`src/pkg/fbc_pkg.sv`:
```
// package: constants and types for the flash bus controller
package fbc_pkg;
   // ======================================================
   // register map (word byte addresses)
   localparam logic [3:0] CTRL_OFS = 4'h0;
   localparam logic [3:0] ADDR_OFS = 4'h4;
   localparam logic [3:0] WDATA_OFS = 4'h8;
   localparam logic [3:0] RDATA_OFS = 4'hC;
   // ======================================================
   // control fields
   localparam int CMD_LSB = 0;
   localparam int BYTE_MODE_BIT = 4;
   localparam int HV_ID_BIT = 5;
   localparam int START_BIT = 31;
   localparam logic [2:0] CMD_READ = 3'h1;
   localparam logic [2:0] CMD_WRITE = 3'h2;
   localparam logic [2:0] CMD_RESET = 3'h3;
   localparam logic [2:0] CMD_UNPROT_WR = 3'h4;
   // status fields
   localparam int BUSY_BIT = 8;
   localparam int RDY_BIT = 9;
   // ======================================================
   // widths and reset values
   localparam int ADDR_W = 20;
   localparam int DATA_W = 16;
   localparam logic [31:0] CTRL_RST = 32'h00000000;
   // ======================================================
   // timing
   localparam int CLK_PERIOD_NS = 25;
   localparam int ACCESS_NS = 150;
   localparam int WE_PULSE_NS = 50;
   localparam int RESET_PULSE_MIN_NS = 500;
   localparam int POST_RESET_READ_HOLD_NS = 50;
   localparam int RESET_READY_NS = 20000;
   localparam int ACCESS_CYC = (ACCESS_NS + CLK_PERIOD_NS - 1) / CLK_PERIOD_NS;
   localparam int WE_PULSE_CYC = (WE_PULSE_NS + CLK_PERIOD_NS - 1) / CLK_PERIOD_NS;
   localparam int RESET_PULSE_MIN_CYC =
      (RESET_PULSE_MIN_NS + CLK_PERIOD_NS - 1) / CLK_PERIOD_NS;
   localparam int POST_RESET_READ_HOLD_CYC =
      (POST_RESET_READ_HOLD_NS + CLK_PERIOD_NS - 1) / CLK_PERIOD_NS;
   localparam int RESET_READY_CYC = RESET_READY_NS / CLK_PERIOD_NS;
   localparam int SYNC_CYC = 2;
   localparam int CNT_W = 16;
   // ======================================================
   typedef enum logic [2:0] {
      FBC_IDLE, FBC_READ, FBC_WRITE, FBC_RST_LOW, FBC_RST_WAIT, FBC_HOLD
   } fbc_state_e;
endpackage : fbc_pkg

```
`src/rtl/fbc_sync.sv`:
```
// two-flop synchroniser
`timescale 1ns/1ps
module fbc_sync (
   input wire logic core_clk,
   input wire logic rst,
   input wire logic din,
   output logic dout
);
   logic meta;
   always_ff @(posedge core_clk or posedge rst) begin
      if (rst) begin
         meta <= 1'b0;
         dout <= 1'b0;
      end else begin
         meta <= din;
         dout <= meta;
      end
   end
endmodule : fbc_sync

```
`src/rtl/fbc_host.sv`:
```
// host-side controller for a parallel flash bus
`timescale 1ns/1ps
// How it works
// - read drives chip select and output enable low, write enable and reset high.
// - write drives write enable and chip select low, output enable high.
// - reads wait post-reset hold after reset release.
// - software reissues operations cut short by reset.
module fbc_host (
   input wire logic core_clk,
   input wire logic rst,
   input wire logic [3:0] avs_address,
   input wire logic avs_read,
   input wire logic avs_write,
   input wire logic [31:0] avs_writedata,
   output logic [31:0] avs_readdata,
   output logic avs_waitrequest,
   output logic chip_sel_n,
   output logic out_en_n,
   output logic wr_en_n,
   output logic reset_n,
   output logic high_voltage_id_level,
   output logic byte_mode_n,
   output logic [18:0] flash_addr,
   input wire logic [14:0] flash_dq_in,
   output logic [14:0] flash_dq_out,
   output logic flash_dq_oe,
   input wire logic data_bit_top_in,
   output logic data_bit_top_out,
   output logic data_bit_top_oe,
   input wire logic ready_busy_n
);
   // ======================================================
   // registers
   fbc_pkg::fbc_state_e state;
   fbc_pkg::fbc_state_e next_state;
   logic [2:0] cmd;
   logic byte_mode;
   logic hv_req;
   logic [fbc_pkg::ADDR_W-1:0] addr;
   logic [fbc_pkg::DATA_W-1:0] wdata;
   logic [fbc_pkg::DATA_W-1:0] rdata;
   logic [fbc_pkg::CNT_W-1:0] cnt;
   logic rdy_sync;
   logic [14:0] dq_sync;
   logic top_sync;
   logic rd_ack;
   // ======================================================
   // synchronisers for pins
   fbc_sync u_rb (.core_clk(core_clk), .rst(rst), .din(ready_busy_n), .dout(rdy_sync));
   fbc_sync u_top (.core_clk(core_clk), .rst(rst), .din(data_bit_top_in), .dout(top_sync));
   genvar gi;
   generate
      for (gi = 0; gi < 15; gi++) begin : g_dq
         fbc_sync u_dq (.core_clk(core_clk), .rst(rst), .din(flash_dq_in[gi]),
            .dout(dq_sync[gi]));
      end
   endgenerate
   // ======================================================
   // bus decode
   wire busy = (state != fbc_pkg::FBC_IDLE);
   wire wr_ctrl = avs_write && (avs_address == fbc_pkg::CTRL_OFS);
   wire wr_addr = avs_write && (avs_address == fbc_pkg::ADDR_OFS) && !busy;
   wire wr_data = avs_write && (avs_address == fbc_pkg::WDATA_OFS) && !busy;
   wire start = wr_ctrl && !busy && avs_writedata[fbc_pkg::START_BIT];
   wire [2:0] new_cmd = avs_writedata[fbc_pkg::CMD_LSB +: 3];
   wire cnt_done = (cnt == '0);
   wire [31:0] ctrl_rd = {22'h000000, rdy_sync, busy, 2'h0, hv_req, byte_mode, 1'b0, cmd};
   assign avs_waitrequest = avs_read && !rd_ack;
   // ======================================================
   // pin decode
   wire in_read = (state == fbc_pkg::FBC_READ);
   wire in_write = (state == fbc_pkg::FBC_WRITE);
   wire in_rst = (state == fbc_pkg::FBC_RST_LOW);
   assign chip_sel_n = !(in_read || in_write);
   assign out_en_n = !in_read;
   assign wr_en_n = !in_write;
   assign reset_n = !in_rst;
   assign high_voltage_id_level = hv_req && in_write;
   assign byte_mode_n = !byte_mode;
   assign flash_addr = addr[fbc_pkg::ADDR_W-1:1];
   assign flash_dq_oe = in_write;
   assign flash_dq_out = byte_mode ? {7'h00, wdata[7:0]} : wdata[14:0];
   assign data_bit_top_oe = in_write || byte_mode;
   assign data_bit_top_out = byte_mode ? addr[0] : wdata[15];
   // ======================================================
   // next state
   always_comb begin
      next_state = state;
      case (state)
         fbc_pkg::FBC_IDLE: begin
            if (start) begin
               case (new_cmd)
                  fbc_pkg::CMD_READ: next_state = fbc_pkg::FBC_READ;
                  fbc_pkg::CMD_WRITE: next_state = fbc_pkg::FBC_WRITE;
                  fbc_pkg::CMD_UNPROT_WR: next_state = fbc_pkg::FBC_WRITE;
                  fbc_pkg::CMD_RESET: next_state = fbc_pkg::FBC_RST_LOW;
                  default: next_state = fbc_pkg::FBC_IDLE;
               endcase
            end
         end
         fbc_pkg::FBC_READ: if (cnt_done) next_state = fbc_pkg::FBC_IDLE;
         fbc_pkg::FBC_WRITE: if (cnt_done) next_state = fbc_pkg::FBC_IDLE;
         fbc_pkg::FBC_RST_LOW: if (cnt_done) next_state = fbc_pkg::FBC_RST_WAIT;
         fbc_pkg::FBC_RST_WAIT: begin
            if (rdy_sync || cnt_done) next_state = fbc_pkg::FBC_HOLD;
         end
         fbc_pkg::FBC_HOLD: if (cnt_done) next_state = fbc_pkg::FBC_IDLE;
         default: next_state = fbc_pkg::FBC_IDLE;
      endcase
   end
   // ======================================================
   // counter load values
   logic [fbc_pkg::CNT_W-1:0] next_cnt;
   always_comb begin
      next_cnt = (cnt_done) ? cnt : cnt - 1'b1;
      if (next_state != state) begin
         case (next_state)
            fbc_pkg::FBC_READ: begin
               next_cnt = fbc_pkg::CNT_W'(fbc_pkg::ACCESS_CYC + fbc_pkg::SYNC_CYC);
            end
            fbc_pkg::FBC_WRITE: next_cnt = fbc_pkg::CNT_W'(fbc_pkg::WE_PULSE_CYC);
            fbc_pkg::FBC_RST_LOW: next_cnt = fbc_pkg::CNT_W'(fbc_pkg::RESET_PULSE_MIN_CYC);
            fbc_pkg::FBC_RST_WAIT: next_cnt = fbc_pkg::CNT_W'(fbc_pkg::RESET_READY_CYC);
            fbc_pkg::FBC_HOLD: next_cnt = fbc_pkg::CNT_W'(fbc_pkg::POST_RESET_READ_HOLD_CYC);
            default: next_cnt = '0;
         endcase
      end
   end
   // ======================================================
   // sequencer
   always_ff @(posedge core_clk or posedge rst) begin
      if (rst) begin
         state <= fbc_pkg::FBC_IDLE;
         cnt <= '0;
      end else begin
         state <= next_state;
         cnt <= next_cnt;
      end
   end
   // ======================================================
   // software registers
   always_ff @(posedge core_clk or posedge rst) begin
      if (rst) begin
         cmd <= fbc_pkg::CTRL_RST[2:0];
         byte_mode <= 1'b0;
         hv_req <= 1'b0;
         addr <= '0;
         wdata <= '0;
      end else begin
         if (wr_ctrl && !busy) begin
            cmd <= new_cmd;
            byte_mode <= avs_writedata[fbc_pkg::BYTE_MODE_BIT];
            hv_req <= (new_cmd == fbc_pkg::CMD_UNPROT_WR);
         end
         if (wr_addr) addr <= avs_writedata[fbc_pkg::ADDR_W-1:0];
         if (wr_data) wdata <= avs_writedata[fbc_pkg::DATA_W-1:0];
      end
   end
   // ======================================================
   // read capture: array, identifier or status, all same timing
   always_ff @(posedge core_clk or posedge rst) begin
      if (rst) begin
         rdata <= '0;
      end else if (in_read && cnt_done) begin
         rdata <= byte_mode ? {8'h00, dq_sync[7:0]} : {top_sync, dq_sync};
      end
   end
   // ======================================================
   // one wait state per read, data stands at the accept edge
   always_ff @(posedge core_clk or posedge rst) begin
      if (rst) begin
         rd_ack <= 1'b0;
      end else begin
         rd_ack <= avs_read && !rd_ack;
      end
   end
   // ======================================================
   // read mux, registered data
   always_ff @(posedge core_clk or posedge rst) begin
      if (rst) begin
         avs_readdata <= '0;
      end else if (avs_read) begin
         case (avs_address)
            fbc_pkg::CTRL_OFS: avs_readdata <= ctrl_rd;
            fbc_pkg::ADDR_OFS: avs_readdata <= {12'h000, addr};
            fbc_pkg::WDATA_OFS: avs_readdata <= {16'h0000, wdata};
            fbc_pkg::RDATA_OFS: avs_readdata <= {16'h0000, rdata};
            default: avs_readdata <= 32'h00000000;
         endcase
      end
   end
endmodule : fbc_host

```
`config.mk`:
```
export PLATFORM = sky130hd
export DESIGN_NAME = fbc_host
export DESIGN_NICKNAME = d
export VERILOG_FILES = /design/src/pkg/fbc_pkg.sv /design/src/rtl/fbc_sync.sv /design/src/rtl/fbc_host.sv
export SDC_FILE = /design/constraint.sdc
export NUM_CORES = 1
export LEC_CHECK = 0
export BUFFER_PORTS_ARGS = -buffer_cell sky130_fd_sc_hd__buf_2
export CORE_UTILIZATION = 54
export CTS_BUF_LIST = sky130_fd_sc_hd__clkbuf_16
export DETAILED_ROUTE_END_ITERATION = 6
export HOLD_SLACK_MARGIN = 0.02
export PLACE_DENSITY_LB_ADDON = 0.08
export SLEW_MARGIN = 20
export SYNTH_ARGS = -nofsm -noshare
export SYNTH_HDL_FRONTEND = slang
export SYNTH_SLANG_ARGS = --single-unit
```
`constraint.sdc`:
```
create_clock -name core_clk -period 5.68 [get_ports core_clk]
set_clock_uncertainty 0.2 [all_clocks]
set_input_delay 0.568 -clock core_clk [delete_from_list [all_inputs] [get_ports core_clk]]
set_output_delay 0.568 -clock core_clk [all_outputs]
set_load 0.1 [all_outputs]
```
Yosys cells after proc, flatten, opt, wreduce, memory -nomap -nowiden
Index checks and enable logic that the tools add are counted.
{ "word_totals": {"elab_cells": 104, "out_inout_bits": 76, "input_bits": 57, "regBits": 143} }
{ "classes": {"n_addsub": 1, "mux": 13, "reduce_logical": 27, "eq_ne": 19} }
{ "ops": {"columns": ["cell", "n"], "rows": [
  ["$pmux 20 s4", 1],
  ["$mux 16", 3],
  ["$pmux 10 s4", 1],
  ["$eq 3x2->1 const B", 6],
  ["$logic_not 16->1", 1],
  ["$sub 16x1->16 const B", 1],
  ["$eq 3x3->1 const B", 5],
  ["$mux 15", 1],
  ["$mux 3", 4],
  ["$pmux 3 s4", 1],
  ["$logic_and 1x1->1", 10],
  ["$eq 3x1->1 const B", 3],
  ["$eq 4x4->1 const B", 2],
  ["$logic_not 1->1", 7],
  ["$pmux 2 s3", 1],
  ["$eq 4x3->1 const B", 1],
  ["$logic_not 4->1", 1],
  ["$reduce_or 2->1", 2],
  ["$logic_not 3->1", 1],
  ["$logic_or 1x1->1", 3],
  ["$ne 3x3->1", 1],
  ["$reduce_bool 3->1", 1],
  ["$reduce_or 3->1", 1],
  ["$ne 2x1->1 const B", 1],
  ["$mux 1", 1]
]} }

Logic depth before layout (Yosys ltp)
Gate-level depths: netlist of run 1.
{ "depth": {"ltp_word": 10, "depth_mapped": 9, "depth_no_buf": 7} }

By module
A second synthesis of run 1 with hierarchy kept.
{ "unflattened": {"hier_cells": 479, "hier_area_um2": 5688.0} }
{ "modules_own_cells": {"columns": ["mod", "area_per_inst_um2", "n_inst", "cells_per_inst", "seq_area_each_um2"], "rows": [
  ["fbc_host", 4773.3, 1, 428, 2427.3],
  ["fbc_sync", 53.8, 17, 3, 50.0]
]} }

Least setup slack after synthesis of run 1
No wires, ideal clock.
{ "synth_path": {"path_kind": "reg2out", "from": "register state[1]", "to": "output port data_bit_top_oe", "t_arrival_ns": 4.300, "setup_slack_ns": 0.612, "stages_incl_launch_ff": 6, "required_time_ns": 4.912, "path_cell_list": "dfrtp_1 > clkbuf_1 > nor2b_1 > nor2b_1 > inv_1 > nand2_1"} }
{ "synth_via": {"elab_chain_cells": 2} }
{ "synth_rtl": {"columns": ["element", "line", "rtl"], "rows": [
  ["start: declaration", "fbc_host.sv:34", "fbc_pkg::fbc_state_e state;"],
  ["start signal: assignment", "fbc_host.sv:133", "state <= fbc_pkg::FBC_IDLE;"],
  ["start signal: assignment", "fbc_host.sv:136", "state <= next_state;"],
  ["$eq 3x2->1", "fbc_host.sv:72", "wire in_write = (state == fbc_pkg::FBC_WRITE);"],
  ["net flash_dq_oe", "fbc_host.sv:26", "output logic flash_dq_oe,"],
  ["$logic_or 1x1->1", "fbc_host.sv:83", "assign data_bit_top_oe = in_write || byte_mode;"],
  ["end: declaration", "fbc_host.sv:29", "output logic data_bit_top_oe,"]
]} }
The timed path passes the listed nets, and every way through them passes these cells.

Worst setup path in the final report of run 1
{ "layout_path": {"from": "register state[1]", "to": "output port data_bit_top_oe"} }
{ "layout_via": {"elab_chain_cells": 2} }
{ "layout_rtl": {"columns": ["element", "line"], "rows": [
  ["$eq 3x2->1", "fbc_host.sv:72"],
  ["$logic_or 1x1->1", "fbc_host.sv:83"]
]} }
No other way between the ends.

==> results of run 1 <==
-- power breakdown --
group          switching [mW]  internal [mW]  leakage, nW
registers               0.157           1.10         1.66
logic                   0.960          0.267         1.23
clock network           0.399          0.684        0.280
-- synthesized netlist by cell type, drive strengths merged, types with 5 or more instances --
library cell / instances / area share [%]
inv: 25 / 1.7
nor2: 15 / 0.99
mux2: 50 / 10
nor2b: 11 / 1.2
nor4b: 5 / 1.4
nor3: 7 / 0.62
a221oi: 6 / 0.93
a222oi: 9 / 1.6
o22ai: 15 / 1.7
o21ai: 20 / 1.8
xnor2: 11 / 1.7
buf: 50 / 6.4
clkbuf: 12 / 0.79
nand3: 7 / 0.84
a22o: 6 / 0.93
dfrtp: 131 / 58
mux2i: 6 / 1.1
nand2: 32 / 2.2
-- critical path, delay by kind of cell, from the launching register on --
| family | cells | cell delay, ns |
|---|---|---|
| flops | 1 | 0.63 |
| simple gates | 3 | 0.63 |
| buf+inv | 2 | 0.57 |
-- state kept, by name, summed over array words and instances, names as in the netlist --
signal	flops
hv_req	1
wdata	16
rd_ack	1
addr	20
cnt	16
u_top.meta	1
state	3
rdata	16
g_dq.u_dq.dout	15
cmd	3
u_rb.dout	1
u_rb.meta	1
byte_mode	1
avs_readdata	20
g_dq.u_dq.meta	15
u_top.dout	1
-- how the worst min path moves through the flow --
| stage | start | to |
|---|---|---|
| 4_1_cts | flash_dq_in[10] | g_dq[10].u_dq.meta$_DFF_PP0_ |
| 5_1_grt | flash_dq_in[13] | g_dq[13].u_dq.meta$_DFF_PP0_ |
| 6_report | data_bit_top_in | u_top.meta$_DFF_PP0_ |
| 2_1_floorplan | g_dq[0].u_dq.meta$_DFF_PP0_ | g_dq[0].u_dq.dout$_DFF_PP0_ |
| 3_3_place_gp | g_dq[3].u_dq.meta$_DFF_PP0_ | g_dq[3].u_dq.dout$_DFF_PP0_ |
| 3_5_place_dp | g_dq[7].u_dq.meta$_DFF_PP0_ | g_dq[7].u_dq.dout$_DFF_PP0_ |
-- metal layers --
| metal | wire [um] | GRT usage [%] | up-vias |
|---|---|---|---|
| met5 | 0 | 0 | - |
| li1 | - | - | 1740 |
| met4 | 182 | 9.18 | 0 |
| met1 | 5350 | 32.0 | 1851 |
| met3 | 790 | 7.21 | 16 |
| met2 | 5750 | 36.4 | 126 |
-- kinds of logic (layout without fill, tap and decap cells) --
group | count (synthesis) | after routing | synth area share, %
flops | 131 | 131 | 57.8
simple gates | 100 | 100 | 10.2
buf+inv | 88 | 170 | 8.90
compound gates | 73 | 73 | 9.21
mux | 56 | 56 | 11.3
xor+xnor | 15 | 15 | 2.32
fa+ha+maj | 1 | 1 | 0.221
other cells | 1 | 12 | 0.0662
-- through the flow --
step                      cell area, sq um  power [mW]
after floorplan                       5710        2.38
after global placement                6060        2.47
after detailed placement              6060        2.50
after CTS                             6660        3.59
after global routing                  6660        3.70
final                                 6660        3.56
-- area by class of cell --
cell class,count,share of cell area [%]
multi-input cells,257,29.1
clock inverters,14,2.50
repair buffers,113,8.65
inverters,26,1.50
well taps,136,2.56
flip-flops and latches,131,49.3
clock buffers,17,6.39
==> flow_metrics.py, run 1 <==
metrics = {
    "synth": {
        "synth_edf_count": 0,
        "synthCells": 465,
        "yosysWarnings": 0,
        "ys_ff_latch": 131,
        "synth_cell_type_count": 55,
        "syn_area_sq_mm": 0.00567,
        "async_flop_share_pct": 100,
        "ys.flop_type": "dfrtp_1",
        "yosysSeqAreaShare_pct": 57.8,
        "postSynthAreaPerCell_sq_um": 12.2,
    },
    "setup_path": {
        "cp-endpoint": "data_bit_top_oe",
        "cp-end-kind": "primary output",
        "cpMostUsedCell": "nor2b_1",
        "cp_slowest_cell": "dfrtp_1",
        "cp-start-kind": "flip-flop",
        "worst_r2r_startpoint": "cnt[1]$_DFFE_PP0P_",
        "cp_cell_sequence": "nor2b_1 -> nor2b_1 -> inv_1 -> nand2_1 -> buf_2",
        "rr_endpoint": "rdata[0]$_DFFE_PP0P_",
        "reg2reg_slack_ns": 2.78,
        "crit_type": "reg2out",
        "cp_max_fo": 13,
        "crit_arrival_ns": 2.23,
        "startpoint": "state[1]$_DFF_PP0_",
        "critPathMaxStageDelay_ns": 0.63,
        "r2r.worst_path.cells": 6,
        "crit_required_ns": 4.91,
    },
    "detailed_routing": {
        "drt_first_pass_iters": 4,
        "ant_nets": 0,
        "drc": 0,
        "drtIter0Drc": 241,
        "via_per_inst": 5.38,
        "vias": 3733,
        "post_drt_wl_per_cell_um": 17.4,
        "drt_wl_total_um": 12100,
    },
    "die": {
        "die_area_sq_mm": 0.0109,
        "fp.dieW_um": 104,
        "ios": 133,
        "die_y_um": 104,
        "rows": 37,
        "initial_core_util_pct": 55.4,
        "coreArea_sq_mm": 0.0102,
    },
    "place": {
        "numPortBuffers": 109,
        "dp_cells": 663,
        "hpwl_um": 7690,
        "place.gp.congestion": 0.814,
        "pre_cts_slack_ns": 2.79,
    },
    "finish": {
        "nFillCells": 793,
        "drive_gt1_share_pct": 36.4,
        "layout_commonest_cell": "dfrtp_1",
        "area_growth_pct": 17.4,
        "final_cells": 694,
        "nNetsFinal": 604,
        "seq_area_sq_mm": 0.00328,
        "fin_util_pct": 65.0,
        "final_cell_mix": "dfrtp_1 (131), buf_2 (109), mux2_2 (46)",
        "multiInputGateArea_sq_mm": 0.00194,
        "antennaDiodeCount": 0,
    },
    "cts": {
        "cts_root_buf": "clkbuf_16",
        "holdBufCountCts": 0,
        "clock_latency_ns": 0.42,
        "htreeDepth": 4,
        "path_clk_slew_ns": 0.06,
        "ctsResizeCount": 0,
        "cts_tree": "built",
        "cts.sink_count": 131,
        "cts_buffer_depth": 2,
        "cts_made_buffers": 17,
        "post_cts_buffers": 0,
    },
    "sta": {
        "fmax_mhz": 333,
        "worstMarginPinSlew_ns": 1.06,
        "fin_setup_tns_ns": 0,
        "hold_slack_ns": 0.0506,
        "fin_crit_sh_pct": 52.8,
        "fin_crit_ns": 3.00,
        "fin_ws_ns": 2.68,
        "slew_viol_final": 0,
        "slew_headroom_pct": 29.5,
        "hold_violations": 0,
        "setup_violations": 0,
        "rsz0062_at_grt": "no",
    },
    "worst_hold_path": {
        "hold_path_depth": 1,
        "holdCritPathClass": "in2reg",
    },
    "pwr": {
        "power.leakage_nw": 3.16,
        "p_per_area_mw_per_mm2": 536,
        "peakVddDrop_mv": 0.341,
    },
    "run_status": {
        "status": "completed",
    },
    "global_route": {
        "grt_max_degree": 73,
        "grt_overflow": 0,
        "grt_pass1_vias": 3734,
        "grt_usage_pct": 23.8,
        "antenna_found_initial": 1,
        "grt_pass1_wl_um": 19400,
    },
    "flow_run": {
        "cap_violations": 0,
    },
}
Note: power is estimated with default switching activity, not from simulation.
==> run 2: changes to the inputs <==
- CORE_UTILIZATION: 54 -> 48
- clock period: 5.68 -> 2.75 ns (I/O delays scaled with it)
==> run 2 against run 1 <==
Wire length increased by 2.2%; via count is 5.5% higher; combinational power grew 110%; largest cell class unchanged; first-iteration DRC count is 21% higher; cell count increased by 7.8%; final area up 8.1%; worst setup slack got worse by 2.6 ns; critical path depth decreased by 1; sequential power is 110% higher; register-to-register slack worse by 2.6 ns; critical endpoint is now high_voltage_id_level.
==> flow_metrics.py, run 2 (synthesis results as in run 1) <==
metrics = {
    "cts": {
        "path_clk_slew_ns": 0.06,
        "post_cts_buffers": 0,
        "cts.sink_count": 131,
        "cts_root_buf": "clkbuf_16",
        "cts_made_buffers": 17,
        "cts_buffer_depth": 2,
        "clock_latency_ns": 0.42,
        "cts_tree": "built",
        "htreeDepth": 4,
    },
    "detailed_routing": {
        "via_per_inst": 5.26,
        "drt_first_pass_iters": 5,
        "ant_nets": 0,
        "drc": 0,
        "post_drt_wl_per_cell_um": 16.5,
        "drt_wl_total_um": 12300,
        "drtIter0Drc": 291,
        "vias": 3938,
    },
    "place": {
        "numPortBuffers": 109,
        "hpwl_um": 8020,
        "dp_cells": 677,
        "place.gp.congestion": 0.834,
    },
    "setup_path": {
        "cp-endpoint": "high_voltage_id_level",
        "critical_path_buf_inv_count": 1,
        "cp_cell_sequence": "nor2b_1 -> nor2b_4 -> and2_2 -> buf_2",
        "crit_type": "reg2out",
        "r2r.worst_path.cells": 8,
        "startpoint": "state[1]$_DFF_PP0_",
        "cp_top_family": "simple AND/OR/NAND/NOR gates",
        "cp-end-kind": "primary output",
        "cp-start-kind": "flip-flop",
        "crit_arrival_ns": 2.16,
        "worst_r2r_startpoint": "cnt[0]$_DFFE_PP0P_",
        "cp_max_fo": 13,
        "worst-path-stages": 4,
        "critPathMaxStageDelay_ns": 0.61,
        "cp_slowest_cell": "dfrtp_1",
        "crit_required_ns": 2.28,
        "reg2reg_slack_ns": 0.23,
        "rr_endpoint": "cnt[7]$_DFFE_PP0P_",
    },
    "die": {
        "die_y_um": 111,
        "initial_core_util_pct": 49.4,
        "ios": 133,
        "die_area_sq_mm": 0.0122,
        "rows": 39,
        "fp.dieW_um": 111,
        "coreArea_sq_mm": 0.0115,
    },
    "sta": {
        "worstMarginPinSlew_ns": 0.733,
        "slew_viol_final": 0,
        "fin_crit_sh_pct": 95.7,
        "fin_crit_ns": 2.63,
        "slew_headroom_pct": 51.0,
        "setup_violations": 0,
        "hold_slack_ns": 0.0683,
        "fmax_mhz": 380,
        "hold_violations": 0,
        "rsz0062_at_grt": "no",
    },
    "pwr": {
        "power.leakage_nw": 3.40,
        "combPwrFrac_pct": 34.1,
        "peakVddDrop_mv": 0.712,
        "p_int_mw": 4.49,
        "switching_share_pct": 41.4,
        "switchingPower_mw": 3.18,
        "p_seq_share_pct": 33.6,
        "clkPwrFrac_pct": 32.2,
        "p_per_area_mw_per_mm2": 1060,
    },
    "global_route": {
        "grt_pass1_wl_um": 20500,
        "grt_usage_pct": 21.8,
        "grt_max_degree": 132,
        "grt_overflow": 0,
        "grt_pass1_vias": 3969,
        "antenna_found_initial": 0,
    },
    "finish": {
        "area_growth_pct": 27.0,
        "final_cell_mix": "dfrtp_1 (131), buf_2 (109), mux2_2 (46)",
        "drive_gt1_share_pct": 35.2,
        "layout_commonest_cell": "dfrtp_1",
        "top_regs": "addr: 20 flops, avs_readdata: 20 flops",
        "nNetsFinal": 650,
        "antennaDiodeCount": 0,
        "multiInputGateArea_sq_mm": 0.00194,
        "final_cells": 748,
        "seq_area_sq_mm": 0.00328,
        "nFillCells": 904,
    },
    "run_status": {
        "status": "completed",
    },
    "flow_run": {
        "cap_violations": 0,
    },
    "worst_hold_path": {
        "holdCritPathClass": "in2reg",
    },
}
==> run 2: worst min-delay path by stage <==
stage	startpoint	endpoint	cells past startpoint
6_report	avs_writedata[31]	state[1]$_DFF_PP0_	3
5_1_grt	avs_writedata[31]	state[1]$_DFF_PP0_	3
4_1_cts	avs_writedata[31]	state[1]$_DFF_PP0_	3
3_5_place_dp	g_dq[0].u_dq.meta$_DFF_PP0_	g_dq[0].u_dq.dout$_DFF_PP0_	0
3_3_place_gp	g_dq[9].u_dq.meta$_DFF_PP0_	g_dq[9].u_dq.dout$_DFF_PP0_	0
2_1_floorplan	flash_dq_in[0]	g_dq[0].u_dq.meta$_DFF_PP0_	0
==> run 2: layout make-up <==
type / instances / area share [%]
inverter: 26 / 1.41
clock buffer: 17 / 5.91
timing repair buffer: 159 / 14.5
multi-input combinational: 257 / 27.0
tap: 143 / 2.49
sequential: 131 / 45.6
clock inverter: 15 / 3.15
==> run 2: power groups by stage <==
stage          clock [mW]  sequential [mW]  combinational [mW]
2_1_floorplan           0             2.56                2.37
3_3_place_gp            0             2.59                2.56
3_5_place_dp            0             2.60                2.58
4_1_cts              2.52             2.57                2.63
5_1_grt              2.60             2.63                2.74
6_report             2.47             2.58                2.62
==> run 2: what timing repair did <==
action | 4_1_cts | 5_1_grt
resized for setup | 0 | 0
endpoints found under the hold margin | 189 | 0
hold buffers | 39 | 0
==> run 2: metrics by stage <==
| stage | area [sq um] | worst slack [ns] | total power [mW] | TNS, ns | util, % |
|---|---|---|---|---|---|
| 4_1_cts | 7200 | 0.0726 | 7.72 | 0 | 62.7 |
| 6_report | 7200 | 0.118 | 7.66 | 0 | 62.7 |
| 3_3_place_gp | 6150 | 0.285 | 5.15 | 0 | 53.7 |
| 5_1_grt | 7200 | 0.0107 | 7.98 | 0 | 62.7 |
| 3_5_place_dp | 6150 | 0.259 | 5.18 | 0 | 53.7 |
| 2_1_floorplan | 5720 | -0.658 | 4.92 | -0.889 | - |
==> run 2: worst reg2reg max path, delay by kind of cell (launching register included) <==
family                   cells  cell delay [ns]
AND/OR/NAND/NOR              3             0.78
adder cells (fa/ha/maj)      1             0.22
flip-flops                   1             0.37
AO/OA/AOI/OAI                2             0.49
buffers and inverters        2             0.31
==> run 2: layer usage <==
metal | vias up | part of all wire, % | track usage, %
met3 | 14 | 5.5 | 7.71
met2 | 124 | 49 | 33.9
met1 | 1960 | 44 | 28.0
met5 | - | 0 | 0
li1 | 1840 | - | -
met4 | 0 | 1.3 | 8.62
